**src/pkg/isc_pkg.sv**
```systemverilog
// Register map, field limits and types for the SCL timing-count block
package isc_pkg;
    localparam int ADDR_W = 32;
    localparam int CNT_W  = 16;

    localparam logic [31:0] STD_HIGH_OFF  = 32'h5000_1514;
    localparam logic [31:0] STD_LOW_OFF   = 32'h5000_1518;
    localparam logic [31:0] FAST_HIGH_OFF = 32'h5000_151C;
    localparam logic [31:0] FAST_LOW_OFF  = 32'h5000_1520;
    localparam logic [31:0] CTRL_OFF      = 32'h5000_1500;
    localparam logic [31:0] STATUS_OFF    = 32'h5000_1504;

    localparam logic [15:0] STD_HIGH_RST  = 16'h0048;
    localparam logic [15:0] STD_LOW_RST   = 16'h004F;
    localparam logic [15:0] FAST_HIGH_RST = 16'h0008;
    localparam logic [15:0] FAST_LOW_RST  = 16'h0017;

    localparam logic [15:0] HIGH_MIN      = 16'h0006;
    localparam logic [15:0] LOW_MIN       = 16'h0008;
    localparam logic [15:0] IDLE_EXTRA    = 16'h000A;

    // Control register fields
    localparam int CTRL_EN_BIT    = 0;
    localparam int CTRL_FAST_BIT  = 1;
    localparam int CTRL_HS_BIT    = 2;
    localparam int CTRL_HSPRE_BIT = 3;
    // Status register fields
    localparam int STAT_IDLE_BIT  = 0;
    localparam int STAT_SCL_BIT   = 1;
    localparam int STAT_EN_BIT    = 2;

    typedef struct packed {
        logic [31:0] addr;
        logic [31:0] wdata;
        logic        wr;
        logic        rd;
    } isc_req_t;

    typedef struct packed {
        logic [15:0] high;
        logic [15:0] low;
    } isc_pair_t;

    typedef enum logic [1:0] {
        ISC_OFF  = 2'b00,
        ISC_LOW  = 2'b01,
        ISC_HIGH = 2'b10
    } isc_state_t;
endpackage

```
**src/isc_scl_timing.sv**
```systemverilog
// SCL timing-count registers, SCL phase generator and bus-idle detector
// Notes on behaviour
// - Standard high count sets SCL high cycles
// - Standard low count sets SCL low cycles
// - Fast high count sets fast SCL high
// - Fast low count sets fast SCL low
// - High-speed preamble uses the fast pair
// - Count writes ignored while controller enabled
// - High counts below 6 stored as 6
// - Low counts below 8 stored as 8
// - Idle flagged at standard high plus ten
`timescale 1ns/1ps
module isc_scl_timing
    import isc_pkg::*;
(
    input  wire logic        clk,
    input  wire logic        resetn,
    input  wire logic [31:0] addr,
    input  wire logic [31:0] wdata,
    input  wire logic        wr,
    input  wire logic        rd,
    output logic      [31:0] rdata,
    input  wire logic        scl_in,
    output logic             scl_out,
    output logic             scl_oe,
    output logic             bus_idle
);

    isc_req_t    req;
    isc_pair_t   std_r;
    isc_pair_t   fast_r;
    isc_pair_t   sel;
    isc_state_t  state_r;
    logic        enable_r;
    logic        fast_mode_r;
    logic        hs_mode_r;
    logic        hs_pre_r;
    logic [15:0] phase_r;
    logic [15:0] idle_cnt_r;
    logic [15:0] idle_lim;
    logic        scl_s1_r;
    logic        scl_s2_r;
    logic        scl_prev_r;
    logic        cfg_wr_ok;

    assign req = '{addr: addr, wdata: wdata, wr: wr, rd: rd};

    // Raise a written count to its floor
    function automatic logic [15:0] clamp(input logic [15:0] v,
                                          input logic [15:0] floor);
        clamp = (v < floor) ? floor : v;
    endfunction

    assign cfg_wr_ok = req.wr && !enable_r;

    always_ff @(posedge clk or negedge resetn) begin
        if (!resetn) begin
            std_r  <= '{high: STD_HIGH_RST, low: STD_LOW_RST};
            fast_r <= '{high: FAST_HIGH_RST, low: FAST_LOW_RST};
        end else if (cfg_wr_ok) begin
            case (req.addr)
                STD_HIGH_OFF: begin
                    std_r.high <= clamp(req.wdata[15:0], HIGH_MIN);
                end
                STD_LOW_OFF: begin
                    std_r.low <= clamp(req.wdata[15:0], LOW_MIN);
                end
                FAST_HIGH_OFF: begin
                    fast_r.high <= clamp(req.wdata[15:0], HIGH_MIN);
                end
                FAST_LOW_OFF: begin
                    fast_r.low <= clamp(req.wdata[15:0], LOW_MIN);
                end
                default: begin
                end
            endcase
        end
    end

    // Control is always writable so software can disable the controller
    always_ff @(posedge clk or negedge resetn) begin
        if (!resetn) begin
            enable_r    <= 1'b0;
            fast_mode_r <= 1'b0;
            hs_mode_r   <= 1'b0;
            hs_pre_r    <= 1'b0;
        end else if (req.wr && req.addr == CTRL_OFF) begin
            enable_r    <= req.wdata[CTRL_EN_BIT];
            fast_mode_r <= req.wdata[CTRL_FAST_BIT];
            hs_mode_r   <= req.wdata[CTRL_HS_BIT];
            hs_pre_r    <= req.wdata[CTRL_HSPRE_BIT];
        end
    end

    always_ff @(posedge clk or negedge resetn) begin
        if (!resetn) begin
            rdata <= 32'h0000_0000;
        end else if (req.rd) begin
            case (req.addr)
                STD_HIGH_OFF:  rdata <= {16'h0000, std_r.high};
                STD_LOW_OFF:   rdata <= {16'h0000, std_r.low};
                FAST_HIGH_OFF: rdata <= {16'h0000, fast_r.high};
                FAST_LOW_OFF:  rdata <= {16'h0000, fast_r.low};
                CTRL_OFF:      rdata <= {28'h0000000, hs_pre_r, hs_mode_r,
                                         fast_mode_r, enable_r};
                STATUS_OFF:    rdata <= {29'h00000000, enable_r, scl_s2_r,
                                         bus_idle};
                default:       rdata <= 32'h0000_0000;
            endcase
        end else begin
            rdata <= 32'h0000_0000;
        end
    end

    always_comb begin
        if (hs_mode_r) begin
            // High-speed counts live elsewhere; the preamble is timed with the fast pair, the rest with the standard pair
            sel = hs_pre_r ? fast_r : std_r;
        end else if (fast_mode_r) begin
            sel = fast_r;
        end else begin
            sel = std_r;
        end
    end

    // reload phase counter at each SCL edge
    always_ff @(posedge clk or negedge resetn) begin
        if (!resetn) begin
            state_r <= ISC_OFF;
            phase_r <= 16'h0000;
            scl_out <= 1'b0;
            scl_oe  <= 1'b0;
        end else begin
            case (state_r)
                ISC_OFF: begin
                    scl_oe  <= 1'b0;
                    scl_out <= 1'b0;
                    if (enable_r) begin
                        state_r <= ISC_LOW;
                        phase_r <= sel.low - 16'h0001;
                        scl_oe  <= 1'b1;
                    end
                end
                ISC_LOW: begin
                    if (!enable_r) begin
                        state_r <= ISC_OFF;
                        scl_oe  <= 1'b0;
                    end else if (phase_r == 16'h0000) begin
                        state_r <= ISC_HIGH;
                        phase_r <= sel.high - 16'h0001;
                        scl_oe  <= 1'b0;
                    end else begin
                        phase_r <= phase_r - 16'h0001;
                    end
                end
                ISC_HIGH: begin
                    if (!enable_r) begin
                        state_r <= ISC_OFF;
                    end else if (phase_r == 16'h0000) begin
                        state_r <= ISC_LOW;
                        phase_r <= sel.low - 16'h0001;
                        scl_oe  <= 1'b1;
                    end else begin
                        phase_r <= phase_r - 16'h0001;
                    end
                end
                default: begin
                    state_r <= ISC_OFF;
                    scl_oe  <= 1'b0;
                end
            endcase
        end
    end

    always_ff @(posedge clk or negedge resetn) begin
        if (!resetn) begin
            scl_s1_r   <= 1'b1;
            scl_s2_r   <= 1'b1;
            scl_prev_r <= 1'b1;
        end else begin
            scl_s1_r   <= scl_in;
            scl_s2_r   <= scl_s1_r;
            scl_prev_r <= scl_s2_r;
        end
    end

    // idle limit, wraps if software breaks the 65525 ceiling
    assign idle_lim = std_r.high + IDLE_EXTRA;

    // idle counter, restarted by any SCL movement or low level
    always_ff @(posedge clk or negedge resetn) begin
        if (!resetn) begin
            idle_cnt_r <= 16'h0000;
            bus_idle   <= 1'b0;
        end else if (!scl_s2_r || scl_s2_r != scl_prev_r) begin
            idle_cnt_r <= 16'h0000;
            bus_idle   <= 1'b0;
        end else if (idle_cnt_r == idle_lim) begin
            bus_idle   <= 1'b1;
        end else begin
            idle_cnt_r <= idle_cnt_r + 16'h0001;
        end
    end

endmodule

```
**config.mk**
```make
export PLATFORM = sky130hd
export DESIGN_NAME = isc_scl_timing
export DESIGN_NICKNAME = d
export VERILOG_FILES = /design/src/pkg/isc_pkg.sv /design/src/isc_scl_timing.sv
export SDC_FILE = /design/constraint.sdc
export NUM_CORES = 1
export LEC_CHECK = 0
export ABC_AREA = 0
export BUFFER_PORTS_ARGS = -buffer_cell sky130_fd_sc_hd__buf_4
export CORE_MARGIN = 1
export CORE_UTILIZATION = 60
export CTS_CLUSTER_DIAMETER = 100
export DETAILED_ROUTE_END_ITERATION = 7
export GPL_TIMING_DRIVEN = 0
export HOLD_SLACK_MARGIN = 0.06
export PLACE_DENSITY = 0.82
export SETUP_SLACK_MARGIN = 0.05
export SYNTH_ARGS = -nofsm -noshare
export SYNTH_HDL_FRONTEND = slang
export SYNTH_SLANG_ARGS = --single-unit
```
**constraint.sdc**
```tcl
create_clock -name clk -period 6.4 [get_ports clk]
set_input_delay 0.32 -clock clk [delete_from_list [all_inputs] [get_ports clk]]
set_output_delay 0.32 -clock clk [all_outputs]
set_load 0.02 [all_outputs]
```
==> Word-level counts from Yosys, hierarchy flattened <==
Index checks and enable logic that the tools add are counted.
Widths: inputs -> output; s select.
{ "classes": {"n_addsub": 5, "order_cmp": 2, "eq_ne": 17, "muxes": 29, "reduce_logical": 16} }
{ "ops": {"columns": ["operator", "n"], "rows": [
  ["$eq 32x31->1 const B", 6],
  ["$mux 16", 9],
  ["$mux 32", 4],
  ["$pmux 16 s6", 1],
  ["$pmux 16 s3", 1],
  ["$sub 16x1->16 const B", 3],
  ["$add 16x1->16 const B", 1],
  ["$add 16x4->16 const B", 1],
  ["$eq 16x16->1", 1],
  ["$logic_not 16->1", 1],
  ["$lt 16x3->1 const B", 1],
  ["$lt 16x4->1 const B", 1],
  ["$mux 2", 5],
  ["$ne 2x2->1 const B", 5],
  ["$reduce_and 2->1", 4],
  ["$mux 1", 7],
  ["$ne 3x3->1 const B", 2],
  ["$pmux 2 s3", 1],
  ["$reduce_and 3->1", 2],
  ["$reduce_and 4->1", 1],
  ["$pmux 1 s3", 1],
  ["$reduce_bool 3->1", 1],
  ["$eq 2x1->1 const B", 1],
  ["$eq 2x2->1 const B", 1],
  ["6 further kinds", 8]
]} }
{ "totals": {"regBits": 139, "input_bits": 69, "out_inout_bits": 35, "wordCells": 86} }

==> Depth between registers and ports, before layout <==
Gate-level depths: netlist of the first run.
{ "depth": {"depth_word": 6, "ltp_mapped": 14, "ltp_nobuf": 10} }

==> Worst setup path before layout of the first run <==
OpenSTA, ideal clock, no wires.
{ "synth_timing": {"path_kind": "flip-flop to flip-flop", "startpoint": "register hs_mode_r", "endpoint": "register phase_r[14]", "setup_time_ps": 125, "t_arrival_ps": 2922, "required_ps": 6275, "slack_ps": 3354, "stages_incl_launch_ff": 13, "n_path_buf": 4, "period_less_slack_ps": 3046, "cell_sequence": "dfrtp_1 > mux2_2 > buf_1 > buf_2 > buf_2 > mux2i_1 > ha_1 > clkbuf_1 > inv_1 > a211o_1 > xnor2_1 > o22ai_1 > mux2_2"} }
{ "synth_via": {"elab_chain_len": 5, "elab_cells_between_ends": 9, "classes_between": "2 x add/sub; 7 x mux"} }
{ "synth_rtl": {"columns": ["element", "line_no", "rtl"], "rows": [
  ["from (decl)", "isc_scl_timing.sv:36", "logic hs_mode_r;"],
  ["from (signal assigned)", "isc_scl_timing.sv:90", "hs_mode_r <= req.wdata[CTRL_HS_BIT];"],
  ["$mux 32 *", "isc_scl_timing.sv:116", "if (hs_mode_r) begin"],
  ["$sub 16x1->16, on equally long branches", "isc_scl_timing.sv:140, isc_scl_timing.sv:161, isc_scl_timing.sv:150", null],
  ["$mux 16, on equally long branches", "isc_scl_timing.sv:159, isc_scl_timing.sv:148", null],
  ["$mux 16, on equally long branches", "isc_scl_timing.sv:157, isc_scl_timing.sv:145", null],
  ["$pmux 16 s3 *", "isc_scl_timing.sv:134", "case (state_r)"],
  ["to (signal assigned)", "isc_scl_timing.sv:140", "phase_r <= sel.low - 16'h0001;"],
  ["to (signal assigned)", "isc_scl_timing.sv:161", "phase_r <= sel.low - 16'h0001;"],
  ["to (signal assigned)", "isc_scl_timing.sv:164", "phase_r <= phase_r - 16'h0001;"],
  ["to (decl)", "isc_scl_timing.sv:38", "logic [15:0] phase_r;"]
]} }
Mark *: on every way between the ends. The rest lies on a longest branch, timed or not. The select of a mux whose other input is x is not followed.
A chain may end at the register's enable or synchronous reset.

==> Worst setup path after layout of the first run <==
{ "layout_timing": {"startpoint": "register hs_mode_r", "endpoint": "register phase_r[8]"} }
The elaborated chain is that of the path after synthesis.

==> results_tabular.tex, run 1 <==
\begin{tabular}{lr}
\hline
Metric & Value \\
\hline
\multicolumn{2}{l}{\textbf{Status}} \\
Outcome & completed \\
\multicolumn{2}{l}{\textbf{STA}} \\
Final worst-path cycle share & 0.699 \\
Hold Fails Final Rpt & 0 \\
Number of max-slew violations in the final report & 0 \\
Slew HR & 0.359 \\
Worst hold slack after final layout & 146 ps \\
Worst clock skew & 7.00 ps \\
Final critical delay including setup and external delays & 4470 ps \\
Highest clock frequency the design can meet & 224 MHz \\
Sum of negative setup slack & 0 ps \\
Final setup violation count & 0 \\
Setup repair after global routing missed its margin & false \\
Tightest Pin Transition & 953 ps \\
\multicolumn{2}{l}{\textbf{Synthesis}} \\
Unique masters post-synth & about 90 \\
Portion of netlist area occupied by mux cells & 0.135 \\
Yosys warnings & 0 \\
Simple-gate portion of the synthesized area & 0.192 \\
Top flip-flop cell by instance count after synthesis & dfrtp\_1 \\
Syn Area/Cell & 9.59 sq um \\
Top cell type by total area after synthesis & dfrtp\_1 \\
Adder-cell share of the synthesized area & 0.0166 \\
EDFF count, synth & 0 \\
Fraction of synthesized cell area in xor and xnor cells & 0.0614 \\
Synth Area in Compound Gates & 0.164 \\
Total of flip-flops plus latches after synthesis & 123 \\
Most used standard cells in the synthesized netlist & dfrtp\_1, mux2\_2, nand2\_1 \\
Async set or reset register ratio after synthesis & 1.00 \\
Share of synthesized area occupied by flip-flops and latches & 0.374 \\
Count leader, synth & dfrtp\_1 \\
Post-synthesis cell count & 863 \\
Largest family of logic cells by synthesized area & simple AND/OR/NAND/NOR gates \\
Area of the mapped netlist & $\sim$0.0083 sq mm \\
Cell types occupying the most area after synthesis & dfrtp\_1, mux2\_2, dfstp\_2, xnor2\_1, mux2i\_1 \\
Area fraction of the dominant cell type after synthesis & 0.326 \\
\multicolumn{2}{l}{\textbf{Finish}} \\
Signed area change from the synthesized netlist to the final layout & 17.5\% \\
Util after Layout & 0.729 \\
Non-Filler Instances & approximately 1200 \\
Layout net count & 1051 \\
Fraction of layout instances using a drive strength above 1 & 0.264 \\
Final antenna diode count & 0 \\
Filler Cell Count & 1019 \\
\multicolumn{2}{l}{\textbf{Global routing}} \\
Maximum number of pins on one net before global-route repair & 87 \\
Number of global-route vias before repair & between 7000 and 8000 \\
Final global-route overflow total & 0 \\
Initial antenna violation count & 0 \\
GR Util All Layers & 0.363 \\
Global-route wire length before repair & between 30000 and 40000 microns \\
\multicolumn{2}{l}{\textbf{Routing}} \\
Highest signal layer in the routed design & met4 \\
Initial detailed-routing violation count & 937 \\
Routed length on met3 & about 2400 microns \\
Wire length per cell after detailed routing & 21.3 microns \\
Wire length on met2 & 10700 microns \\
Average vias per placed instance & about 6.6 \\
Remaining antenna violation count after routing & 0 \\
Number of vias in the routed layout & 7706 \\
Drt drc & 0 \\
Final wirelength & 24700 microns \\
1st-pass router iterations & 7 \\
M1 wire length & 10600 microns \\
\multicolumn{2}{l}{\textbf{Min path}} \\
Class of the tightest hold or removal check & input pin to flop \\
\multicolumn{2}{l}{\textbf{Setup path}} \\
Peak fanout along the critical path & 10 \\
Setup Crit Path Kind & flop to flop \\
CP Data Arrival Time & 4770 ps \\
Critical Path RT & around 6700 ps \\
Setup crit end kind & flop \\
CP Launch Type & flop \\
\multicolumn{2}{l}{\textbf{Floorplanning}} \\
Boundary Pins & 104 \\
Area of the die & 0.0143 sq mm \\
Starting density of the core & 0.620 \\
Core ar. & 0.0133 sq mm \\
Chip Height & 119 microns \\
Horizontal die dimension & 119 microns \\
Cell Rows & 42 \\
\multicolumn{2}{l}{\textbf{Clock network}} \\
Buffer count from post-CTS setup fixing & 0 \\
Skew-Pair Late Insertion Delay & 430 ps \\
Clock transition time at the flip-flop clock pins of the worst setup and hold paths & 60 ps \\
Maximum count of clock buffers along a single path & 2 \\
TritonCTS clock tree & done \\
Number of sinks on the clock net & 123 \\
Clock buffer count from CTS & 17 \\
Library cell used as clock root buffer & clkbuf\_16 \\
H-tree lvl count & 4 \\
\multicolumn{2}{l}{\textbf{Power}} \\
Cell leakage power & approximately 4.6 nW \\
Largest vdd supply drop & 200 uV \\
Total power & roughly 1.8 mW \\
Power density relative to cell area & 189 mW/mm\^{}2 \\
\multicolumn{2}{l}{\textbf{Placement}} \\
Gpl congestion & 0.985 \\
PortBufs & 70 \\
Placed Cells & 1126 \\
DP HPWL & 17800 microns \\
\multicolumn{2}{l}{\textbf{Run}} \\
Count of maximum capacitance violations & 0 \\
\hline
\end{tabular}
layout by cell type (no fill, tap or decap), types with 10 or more instances in the layout:
master | synthesis | routed
clkbuf_16 | 0 | 17
o211ai_1 | 10 | 10
nand4_1 | 19 | 19
mux2i_1 | 26 | 26
mux2_2 | 73 | 73
clkbuf_1 | 29 | 30
a222oi_1 | 13 | 13
o21ai_0 | 40 | 40
or4_1 | 10 | 10
xor2_1 | 27 | 27
xnor2_1 | 31 | 31
or3_1 | 17 | 17
nor2_1 | 60 | 60
nand3_1 | 23 | 23
ha_1 | 11 | 11
dfstp_2 | 15 | 15
nand2_1 | 68 | 68
nor3_1 | 26 | 26
nor4_1 | 17 | 17
a22oi_1 | 11 | 11
conb_1 | 1 | 17
a21oi_1 | 34 | 34
inv_1 | 11 | 11
buf_4 | 20 | 89
buf_2 | 11 | 11
dfrtp_1 | 108 | 108
what timing repair did:
action                                 4_1_cts  5_1_grt
resized for setup                            0        0
endpoints found under the hold margin       33        0
hold buffers                                 2        0
critical path, stage by stage (launching register included):
cell	delay, ps
dfrtp_1	430
mux2_2	400
buf_1	490
buf_2	430
buf_2	340
mux2i_1	450
ha_1	250
clkbuf_1	300
nand3_1	230
o311ai_0	480
o211ai_1	250
a22oi_1	180
o21ai_0	90
path summary, 6_finish.rpt:
path / endpoint / startpoint / slack (ps) / cells past startpoint
worst max-delay path: phase_r[8]$_DFFE_PN0P_ / hs_mode_r$_DFFE_PN0P_ / 1930 / 12
worst min-delay path: rdata[2]$_DFF_PN0_ / rd / 150 / 2
worst max register to register: phase_r[8]$_DFFE_PN0P_ / hs_mode_r$_DFFE_PN0P_ / 1930 / 12
worst min register to register: scl_s2_r$_DFF_PN1_ / scl_s1_r$_DFF_PN1_ / 360 / 0
max in group asynchronous: std_r[2]$_DFFE_PN1P_ / resetn / 5270 / 3
min in group asynchronous: idle_cnt_r[9]$_DFFE_PN0P_ / resetn / 370 / 2
cells by family (layout without fill, tap and decap cells):
| logic type | after synthesis | after routing |
|---|---|---|
| simple gates | 293 | 293 |
| compound gates | 191 | 191 |
| flops | 123 | 123 |
| mux | 102 | 102 |
| buf+inv | 84 | 189 |
| xor+xnor | 58 | 58 |
| fa+ha+maj | 11 | 11 |
| other cells | 1 | 17 |
registers in the layout, summed over array words and instances (netlist names):
| signal | count |
|---|---|
| fast_r | 32 |
| std_r | 32 |
| idle_cnt_r | 16 |
| phase_r | 16 |
| rdata | 16 |
| state_r | 2 |
| bus_idle | 1 |
| enable_r | 1 |
| fast_mode_r | 1 |
| hs_mode_r | 1 |
| hs_pre_r | 1 |
| scl_oe | 1 |
| scl_prev_r | 1 |
| scl_s1_r | 1 |
| scl_s2_r | 1 |
per-layer routing:
metal	GRT usage	vias up
met5	0	-
met2	0.533	467
li1	-	3433
met4	0.172	0
met1	0.505	3715
met3	0.0848	91
report_power, final:
group          switching, mW  total, mW  internal (mW)
Combinational         0.0510     0.0886         0.0376
Sequential           0.00181      0.783          0.781
Clock                  0.388      0.969          0.581
cell type report:
type | count | area, sq um | share of cell area
multi-input combinational | 672 | 4770 | 0.491
sequential | 123 | 3100 | 0.318
timing repair buffer | 73 | 577 | 0.0593
clock buffer | 18 | 429 | 0.0441
buffer | 73 | 429 | 0.0441
tap | 176 | 220 | 0.0226
clock inverter | 14 | 159 | 0.0163
inverter | 11 | 41.3 | 0.00425
stage by stage:
step                      setup WS [ps]  area, sq um
final                              1930         9720
after global routing               1770         9720
after CTS                          2110         9720
after detailed placement           2130         9120
after global placement             2160         9080
after floorplan                    3350         8340
No activity file was read; power rests on OpenSTA's default activity.
==> run 2: changes to the inputs <==
- ABC_AREA: 0 -> 1
- PLACE_DENSITY: 0.82 -> 0.81
- clock period: 6.4 -> 4.45 ns (I/O delays scaled with it)
==> results_tabular.tex, run 2 <==
\begin{tabular}{lr}
\hline
Metric & Value \\
\hline
\multicolumn{2}{l}{\textbf{Power}} \\
Switching power summed over all nets & 0.625 mW (+42\%) \\
Largest vdd supply drop & 359 uV (+80\%) \\
Combinational Power Share & 0.049 (about the same) \\
Clock share of power & 0.540 (+0.013) \\
Share of total power consumed by net switching & 0.228 (-0.0112) \\
Power density relative to cell area & 252 mW/mm\^{}2 (+33\%) \\
Cell leakage power & 5.70 nW (+25\%) \\
Internal power contribution & 2.11 mW (+51\%) \\
Sequential share of power & 0.411 (-0.014) \\
\multicolumn{2}{l}{\textbf{Clock network}} \\
Skew-Pair Late Insertion Delay & 430 ps (about the same) \\
Clock buffer count from CTS & 17 (unchanged) \\
Clock transition time at the flip-flop clock pins of the worst setup and hold paths & 60 ps (about the same) \\
H-tree lvl count & 4 (unchanged) \\
Number of sinks on the clock net & 123 (unchanged) \\
TritonCTS clock tree & done \\
Library cell used as clock root buffer & clkbuf\_16 \\
Maximum count of clock buffers along a single path & 2 (unchanged) \\
\multicolumn{2}{l}{\textbf{STA}} \\
Setup repair after global routing missed its margin & false \\
Sum of negative setup slack & 0 ps (unchanged) \\
Final worst-path cycle share & 0.593 (-0.106) \\
Final critical delay including setup and external delays & 2640 ps (-1830 ps) \\
Number of max-slew violations in the final report & 0 (unchanged) \\
Final setup violation count & 0 (unchanged) \\
Tightest Pin Transition & 731 ps (-222 ps) \\
Highest clock frequency the design can meet & 379 MHz (+69\%) \\
Final WS setup & 1810 ps (-118 ps) \\
Hold Fails Final Rpt & 0 (unchanged) \\
Slew HR & 0.506 (+0.148) \\
Worst clock skew & 8.18 ps (+1.19 ps) \\
\multicolumn{2}{l}{\textbf{Setup path}} \\
Startpoint of the worst register-to-register path & state\_r[1]\$\_DFFE\_PN0P\_ \\
Critical Path RT & 4790 ps (-1900 ps) \\
Peak fanout along the critical path & 10 (unchanged) \\
Setup Crit Path Kind & flop to flop \\
CP Launch Type & flop \\
Worst r2r path cells & 8 (-4) \\
Setup crit end kind & flop \\
CP Data Arrival Time & 2980 ps (-1790 ps) \\
Endpoint of the lowest-slack register-to-register path & phase\_r[1]\$\_DFFE\_PN0P\_ \\
Register-to-register setup slack & 1810 ps (-120 ps) \\
CP startpoint & state\_r[1]\$\_DFFE\_PN0P\_ \\
\multicolumn{2}{l}{\textbf{Synthesis}} \\
Syn Area/Cell & 6.61 sq um (-31\%) \\
Top flip-flop cell by instance count after synthesis & dfrtp\_1 \\
Cell types occupying the most area after synthesis & dfrtp\_1, nand2\_1, nand3\_1, inv\_1, o21ai\_0 \\
Area of the mapped netlist & 0.00935 sq mm (+13\%) \\
Post-synthesis cell count & 1416 (+64\%) \\
Count leader, synth & nand2\_1 \\
Total of flip-flops plus latches after synthesis & 123 (unchanged) \\
EDFF count, synth & 0 (unchanged) \\
Area fraction of the dominant cell type after synthesis & 0.289 (-0.0375) \\
Unique masters post-synth & 50 (-43\%) \\
Top cell type by total area after synthesis & dfrtp\_1 \\
Async set or reset register ratio after synthesis & 1.00 (unchanged) \\
Yosys warnings & 0 (unchanged) \\
Share of synthesized area occupied by flip-flops and latches & 0.331 (-0.0430) \\
Most used standard cells in the synthesized netlist & nand2\_1, nand3\_1, inv\_1 \\
\multicolumn{2}{l}{\textbf{Global routing}} \\
Number of global-route vias before repair & 9313 (+27\%) \\
Initial antenna violation count & 0 (unchanged) \\
Maximum number of pins on one net before global-route repair & 94 (+8.0\%) \\
Global-route wire length before repair & 47100 microns (+18\%) \\
Final global-route overflow total & 0 (unchanged) \\
GR Util All Layers & 0.376 (+0.0129) \\
\multicolumn{2}{l}{\textbf{Placement}} \\
Pre-CTS setup slack & 1890 ps (-245 ps) \\
DP HPWL & 21500 microns (+21\%) \\
PortBufs & 70 (unchanged) \\
Gpl congestion & 0.955 (-3.0\%) \\
\multicolumn{2}{l}{\textbf{Floorplanning}} \\
Boundary Pins & 104 (unchanged) \\
Core ar. & 0.0152 sq mm (+14\%) \\
Chip Height & 127 microns (+6.2\%) \\
Area of the die & 0.0161 sq mm (+13\%) \\
Starting density of the core & 0.615 (-0.00496) \\
Cell Rows & 45 (+7.1\%) \\
Horizontal die dimension & 127 microns (+6.2\%) \\
\multicolumn{2}{l}{\textbf{Finish}} \\
Leading cell types in the layout, fill and taps excluded & nand2\_1, nand3\_1, inv\_1, dfrtp\_1, buf\_4 \\
Signed area change from the synthesized netlist to the final layout & 16.1\% \\
Fraction of layout instances using a drive strength above 1 & 0.148 (-0.116) \\
Filler Cell Count & 1341 (+32\%) \\
Top Registers & fast\_r x32, std\_r x32 \\
Most common library cell in the layout ignoring fill and taps & nand2\_1 \\
Layout net count & 1605 (+53\%) \\
Util after Layout & 0.714 (-0.0142) \\
Final antenna diode count & 0 (unchanged) \\
\multicolumn{2}{l}{\textbf{Run}} \\
Count of maximum capacitance violations & 0 (unchanged) \\
\multicolumn{2}{l}{\textbf{Routing}} \\
1st-pass router iterations & 8 (+1) \\
Number of vias in the routed layout & 10108 (+31\%) \\
Drt drc & 0 (unchanged) \\
Final wirelength & 29200 microns (+18\%) \\
Wire length per cell after detailed routing & 16.9 microns (-21\%) \\
Average vias per placed instance & 5.86 (-12\%) \\
Initial detailed-routing violation count & 1175 (+25\%) \\
Remaining antenna violation count after routing & 0 (unchanged) \\
\multicolumn{2}{l}{\textbf{Min path}} \\
End point of the most critical hold path & rdata[0]\$\_DFF\_PN0\_ \\
Class of the tightest hold or removal check & input pin to flop \\
HP Start & rd \\
Hold Path Stages & 3 (+1) \\
\multicolumn{2}{l}{\textbf{Status}} \\
Outcome & completed \\
\hline
\end{tabular}
run 2: worst max-delay path: stages (launching register included):
cell and delay, ps:
dfrtp_1 440, inv_1 90, ha_1 250, inv_1 230, nand2_1 80, a21oi_1 580
inv_1 310, clkbuf_1 320, a22oi_1 250
run 2: stage by stage:
stage	power, mW	instance area, sq um	hold slack (ps)	instances
after floorplan	1.20	9410	-73.1	1432
final	2.74	10900	75.7	1726
after CTS	2.75	10900	69.8	1726
after detailed placement	1.28	10200	129	1691
after global routing	2.81	10900	98.3	1726
after global placement	1.27	10200	331	1690
run 2: worst max path at each step:
stage	to	cells past startpoint
global placement	phase_r[12]$_DFFE_PN0P_	16
floorplan	phase_r[12]$_DFFE_PN0P_	16
CTS	phase_r[1]$_DFFE_PN0P_	8
finish	phase_r[1]$_DFFE_PN0P_	8
detailed placement	phase_r[12]$_DFFE_PN0P_	16
global route	phase_r[12]$_DFFE_PN0P_	16
run 2: cells by family (layout without fill, tap and decap cells):
family | Yosys count | after routing | share of synthesized area
AND/OR/NAND/NOR | 845 | 845 | 0.402
buffers and inverters | 226 | 332 | 0.107
AO/OA/AOI/OAI | 161 | 161 | 0.0979
flip-flops | 123 | 123 | 0.331
XOR/XNOR | 48 | 48 | 0.0457
adder cells (fa/ha/maj) | 11 | 11 | 0.0147
other | 1 | 17 | 0.000401
multiplexers | 1 | 1 | 0.00120
run 2: repair_timing:
action                     CTS  global route
hold buffers                 3             0
setup endpoints to repair    0             0
hold endpoints to repair    32             0
setup buffers                0             0
gates resized for setup      0             0
run 2: power groups by stage:
stage / Sequential, mW / Combinational, mW / Clock (mW)
CTS: 1.13 / 0.133 / 1.49
global route: 1.13 / 0.147 / 1.54
detailed placement: 1.14 / 0.131 / 0
global placement: 1.14 / 0.125 / 0
finish: 1.13 / 0.133 / 1.48
floorplan: 1.14 / 0.0538 / 0
run 2: per-layer routing:
metal / GRT usage / part of all wire
met3: 0.0945 / 0.11
met5: 0 / 0
met2: 0.583 / 0.44
met4: 0.159 / 0.038
met1: 0.500 / 0.41
run 2: layout make-up:
| type | instances | area (sq um) | share of cell area |
|---|---|---|---|
| multi-input combinational | 1083 | 5320 | 0.490 |
| sequential | 123 | 3100 | 0.285 |
| timing repair buffer | 74 | 587 | 0.0540 |
| inverter | 143 | 538 | 0.0495 |
| buffer | 83 | 463 | 0.0426 |
| clock buffer | 17 | 425 | 0.0392 |
| tap | 188 | 235 | 0.0217 |
| clock inverter | 15 | 198 | 0.0182 |
==> run 3: changes to the inputs <==
- CORE_UTILIZATION: 60 -> 54
- PLACE_DENSITY: 0.81 -> 0.77
- clock period: 4.45 -> 2.29 ns (I/O delays scaled with it)
==> results_tabular.tex, run 3 (synthesized netlist as in run 2, its figures left out) <==
\begin{tabular}{lr}
\hline
Metric & Value \\
\hline
\multicolumn{2}{l}{\textbf{Min path}} \\
Hold Path Stages & 4 (+1) \\
Class of the tightest hold or removal check & input pin to flop \\
HP Start & wr \\
End point of the most critical hold path & hs\_mode\_r\$\_DFFE\_PN0P\_ \\
\multicolumn{2}{l}{\textbf{Floorplanning}} \\
Chip Height & 134 microns (+5.3\%) \\
Starting density of the core & 0.558 (-0.0572) \\
Cell Rows & 47 (+4.4\%) \\
Boundary Pins & 104 (unchanged) \\
Core ar. & 0.0168 sq mm (+10\%) \\
Horizontal die dimension & 134 microns (+5.3\%) \\
Area of the die & 0.0179 sq mm (+11\%) \\
\multicolumn{2}{l}{\textbf{Finish}} \\
Signed area change from the synthesized netlist to the final layout & 25.9\% \\
Layout net count & 1657 (+3.2\%) \\
Most common library cell in the layout ignoring fill and taps & nand2\_1 \\
Fraction of layout instances using a drive strength above 1 & 0.211 (+0.0632) \\
Top Registers & fast\_r x32, std\_r x32 \\
Leading cell types in the layout, fill and taps excluded & nand2\_1, nand3\_1, inv\_1, buf\_4, dfrtp\_1 \\
Final antenna diode count & 0 (unchanged) \\
\multicolumn{2}{l}{\textbf{Clock network}} \\
Skew-Pair Late Insertion Delay & 440 ps (about the same) \\
H-tree lvl count & 4 (unchanged) \\
Clock transition time at the flip-flop clock pins of the worst setup and hold paths & 60 ps (about the same) \\
Library cell used as clock root buffer & clkbuf\_16 \\
Maximum count of clock buffers along a single path & 2 (unchanged) \\
Clock buffer count from CTS & 17 (unchanged) \\
Number of sinks on the clock net & 123 (unchanged) \\
TritonCTS clock tree & done \\
\multicolumn{2}{l}{\textbf{Setup path}} \\
CP Data Arrival Time & 2600 ps (-380 ps) \\
Setup crit end kind & flop \\
CP Launch Type & flop \\
Endpoint of the lowest-slack register-to-register path & phase\_r[10]\$\_DFFE\_PN0P\_ \\
Startpoint of the worst register-to-register path & fast\_mode\_r\$\_DFFE\_PN0P\_ \\
Critical Path RT & 2650 ps (-2140 ps) \\
Setup Crit Path Kind & flop to flop \\
Buffering stage count on the worst path with inverters included & 5 (+1) \\
Critical Path Slowest Stage Cell & dfrtp\_1 \\
Peak fanout along the critical path & 6 (-4) \\
Crit path top cell by count & nand2\_1 \\
Worst r2r path cells & 17 (+9) \\
Critical-path cell list & buf\_6 -> buf\_8 -> o21ai\_1 -> nand2\_1 -> nand2\_2 -> inv\_2 -> ha\_4 -> nand3\_4 -> inv\_4 -> buf\_4 -> nand3\_1 -> nand2\_1 -> nand3\_1 -> nand2\_1 -> nand2\_2 -> nand2\_1 -> a21oi\_2 \\
Cell family contributing the most delay on the critical path & simple AND/OR/NAND/NOR gates \\
Register-to-register setup slack & 50 ps (-1760 ps) \\
Crit-path max cell delay & 390 ps (-190 ps) \\
\multicolumn{2}{l}{\textbf{STA}} \\
Final worst-path cycle share & 0.979 (+0.386) \\
Final setup violation count & 0 (unchanged) \\
Highest clock frequency the design can meet & 446 MHz (+18\%) \\
Number of max-slew violations in the final report & 0 (unchanged) \\
Worst hold slack after final layout & 106 ps (+30.5 ps) \\
Tightest Pin Transition & 689 ps (-41.6 ps) \\
Setup repair after global routing missed its margin & true \\
Slew HR & 0.540 (+0.0339) \\
Final critical delay including setup and external delays & 2240 ps (-398 ps) \\
Hold Fails Final Rpt & 0 (unchanged) \\
Worst clock skew & 14.1 ps (+5.89 ps) \\
\multicolumn{2}{l}{\textbf{Routing}} \\
Final wirelength & 30800 microns (+5.8\%) \\
Drt drc & 0 (unchanged) \\
M1 wire length & 12900 microns (+7.1\%) \\
Remaining antenna violation count after routing & 0 (unchanged) \\
Initial detailed-routing violation count & 1294 (+10\%) \\
1st-pass router iterations & 8 (unchanged) \\
Average vias per placed instance & 5.74 (-1.9\%) \\
Routed length on met3 & 3590 microns (+13\%) \\
Number of vias in the routed layout & 10390 (+2.8\%) \\
Wire length per cell after detailed routing & 17.1 microns (+0.91\%) \\
Wire length on met2 & 13500 microns (+5.5\%) \\
Highest signal layer in the routed design & met4 \\
\multicolumn{2}{l}{\textbf{Global routing}} \\
GR Util All Layers & 0.338 (-0.0375) \\
Number of global-route vias before repair & 9088 (-2.4\%) \\
Initial antenna violation count & 0 (unchanged) \\
Maximum number of pins on one net before global-route repair & 91 (-3.2\%) \\
Global-route wire length before repair & 47300 microns (+0.41\%) \\
Final global-route overflow total & 0 (unchanged) \\
\multicolumn{2}{l}{\textbf{Placement}} \\
Gpl congestion & 0.977 (+2.3\%) \\
PortBufs & 70 (unchanged) \\
DP HPWL & 21600 microns (+0.11\%) \\
\multicolumn{2}{l}{\textbf{Power}} \\
Cell leakage power & 6.06 nW (+6.2\%) \\
Power density relative to cell area & 442 mW/mm\^{}2 (+75\%) \\
Largest vdd supply drop & 620 uV (+73\%) \\
Total power & 5.20 mW (+90\%) \\
\multicolumn{2}{l}{\textbf{Run}} \\
Count of maximum capacitance violations & 0 (unchanged) \\
\multicolumn{2}{l}{\textbf{Status}} \\
Outcome & completed \\
\hline
\end{tabular}
run 3: worst max path at each step:
| stage | slack (ps) | endpoint | from | cells past startpoint |
|---|---|---|---|---|
| 6_report | 50 | phase_r[10]$_DFFE_PN0P_ | fast_mode_r$_DFFE_PN0P_ | 17 |
| 5_1_grt | -40 | phase_r[12]$_DFFE_PN0P_ | fast_mode_r$_DFFE_PN0P_ | 16 |
| 4_1_cts | 30 | phase_r[14]$_DFFE_PN0P_ | fast_mode_r$_DFFE_PN0P_ | 16 |
| 3_5_place_dp | -280 | phase_r[1]$_DFFE_PN0P_ | state_r[1]$_DFFE_PN0P_ | 8 |
| 3_3_place_gp | -250 | phase_r[1]$_DFFE_PN0P_ | state_r[1]$_DFFE_PN0P_ | 8 |
| 2_1_floorplan | 180 | phase_r[12]$_DFFE_PN0P_ | hs_pre_r$_DFFE_PN0P_ | 16 |
run 3: metal layers:
| metal | track usage | vias to the layer above |
|---|---|---|
| met5 | 0 | - |
| met4 | 0.122 | 0 |
| met3 | 0.0811 | 80 |
| met2 | 0.504 | 666 |
| met1 | 0.476 | 4782 |
| li1 | - | 4862 |
run 3: worst min-delay path, stage by stage:
cell and delay (ps):
buf_4 90, nand2_1 130, nand2_1 80, o21ai_0 70
run 3: final cells by class:
type / instances / area, sq um
Multi-Input combinational cell: 1083 / 5650
Fill cell: 1372 / 4990
Sequential cell: 123 / 3100
Timing Repair Buffer: 126 / 1040
Inverter: 143 / 562
Buffer: 83 / 556
Clock buffer: 20 / 467
Tap cell: 220 / 275
Clock inverter: 11 / 120
run 3: what timing repair did:
action | in CTS | in global routing
endpoints found under the hold margin | 163 | 0
pin swaps | 3 | 38
resized for setup | 29 | 112
buffers inserted | 5 | 24
hold buffers | 19 | 0
gates cloned | 0 | 7
endpoints found under the setup margin | 27 | 30
run 3: stage by stage:
step | util | cell area [sq um] | instances | setup slack, ps | setup TNS, ps
CTS | 0.666 | 11200 | 1778 | 33.4 | 0
global placement | 0.609 | 10200 | 1722 | -254 | -2840
finish | 0.702 | 11800 | 1809 | 48.5 | 0
floorplan | - | 9410 | 1432 | 180 | 0
detailed placement | 0.611 | 10200 | 1723 | -276 | -2810
global route | 0.702 | 11800 | 1809 | -40.1 | -67.8
run 3: power by group:
part           switching [mW]  internal, mW
combinational           0.165         0.124
clock                    1.05          1.67
sequential            0.00424          2.18
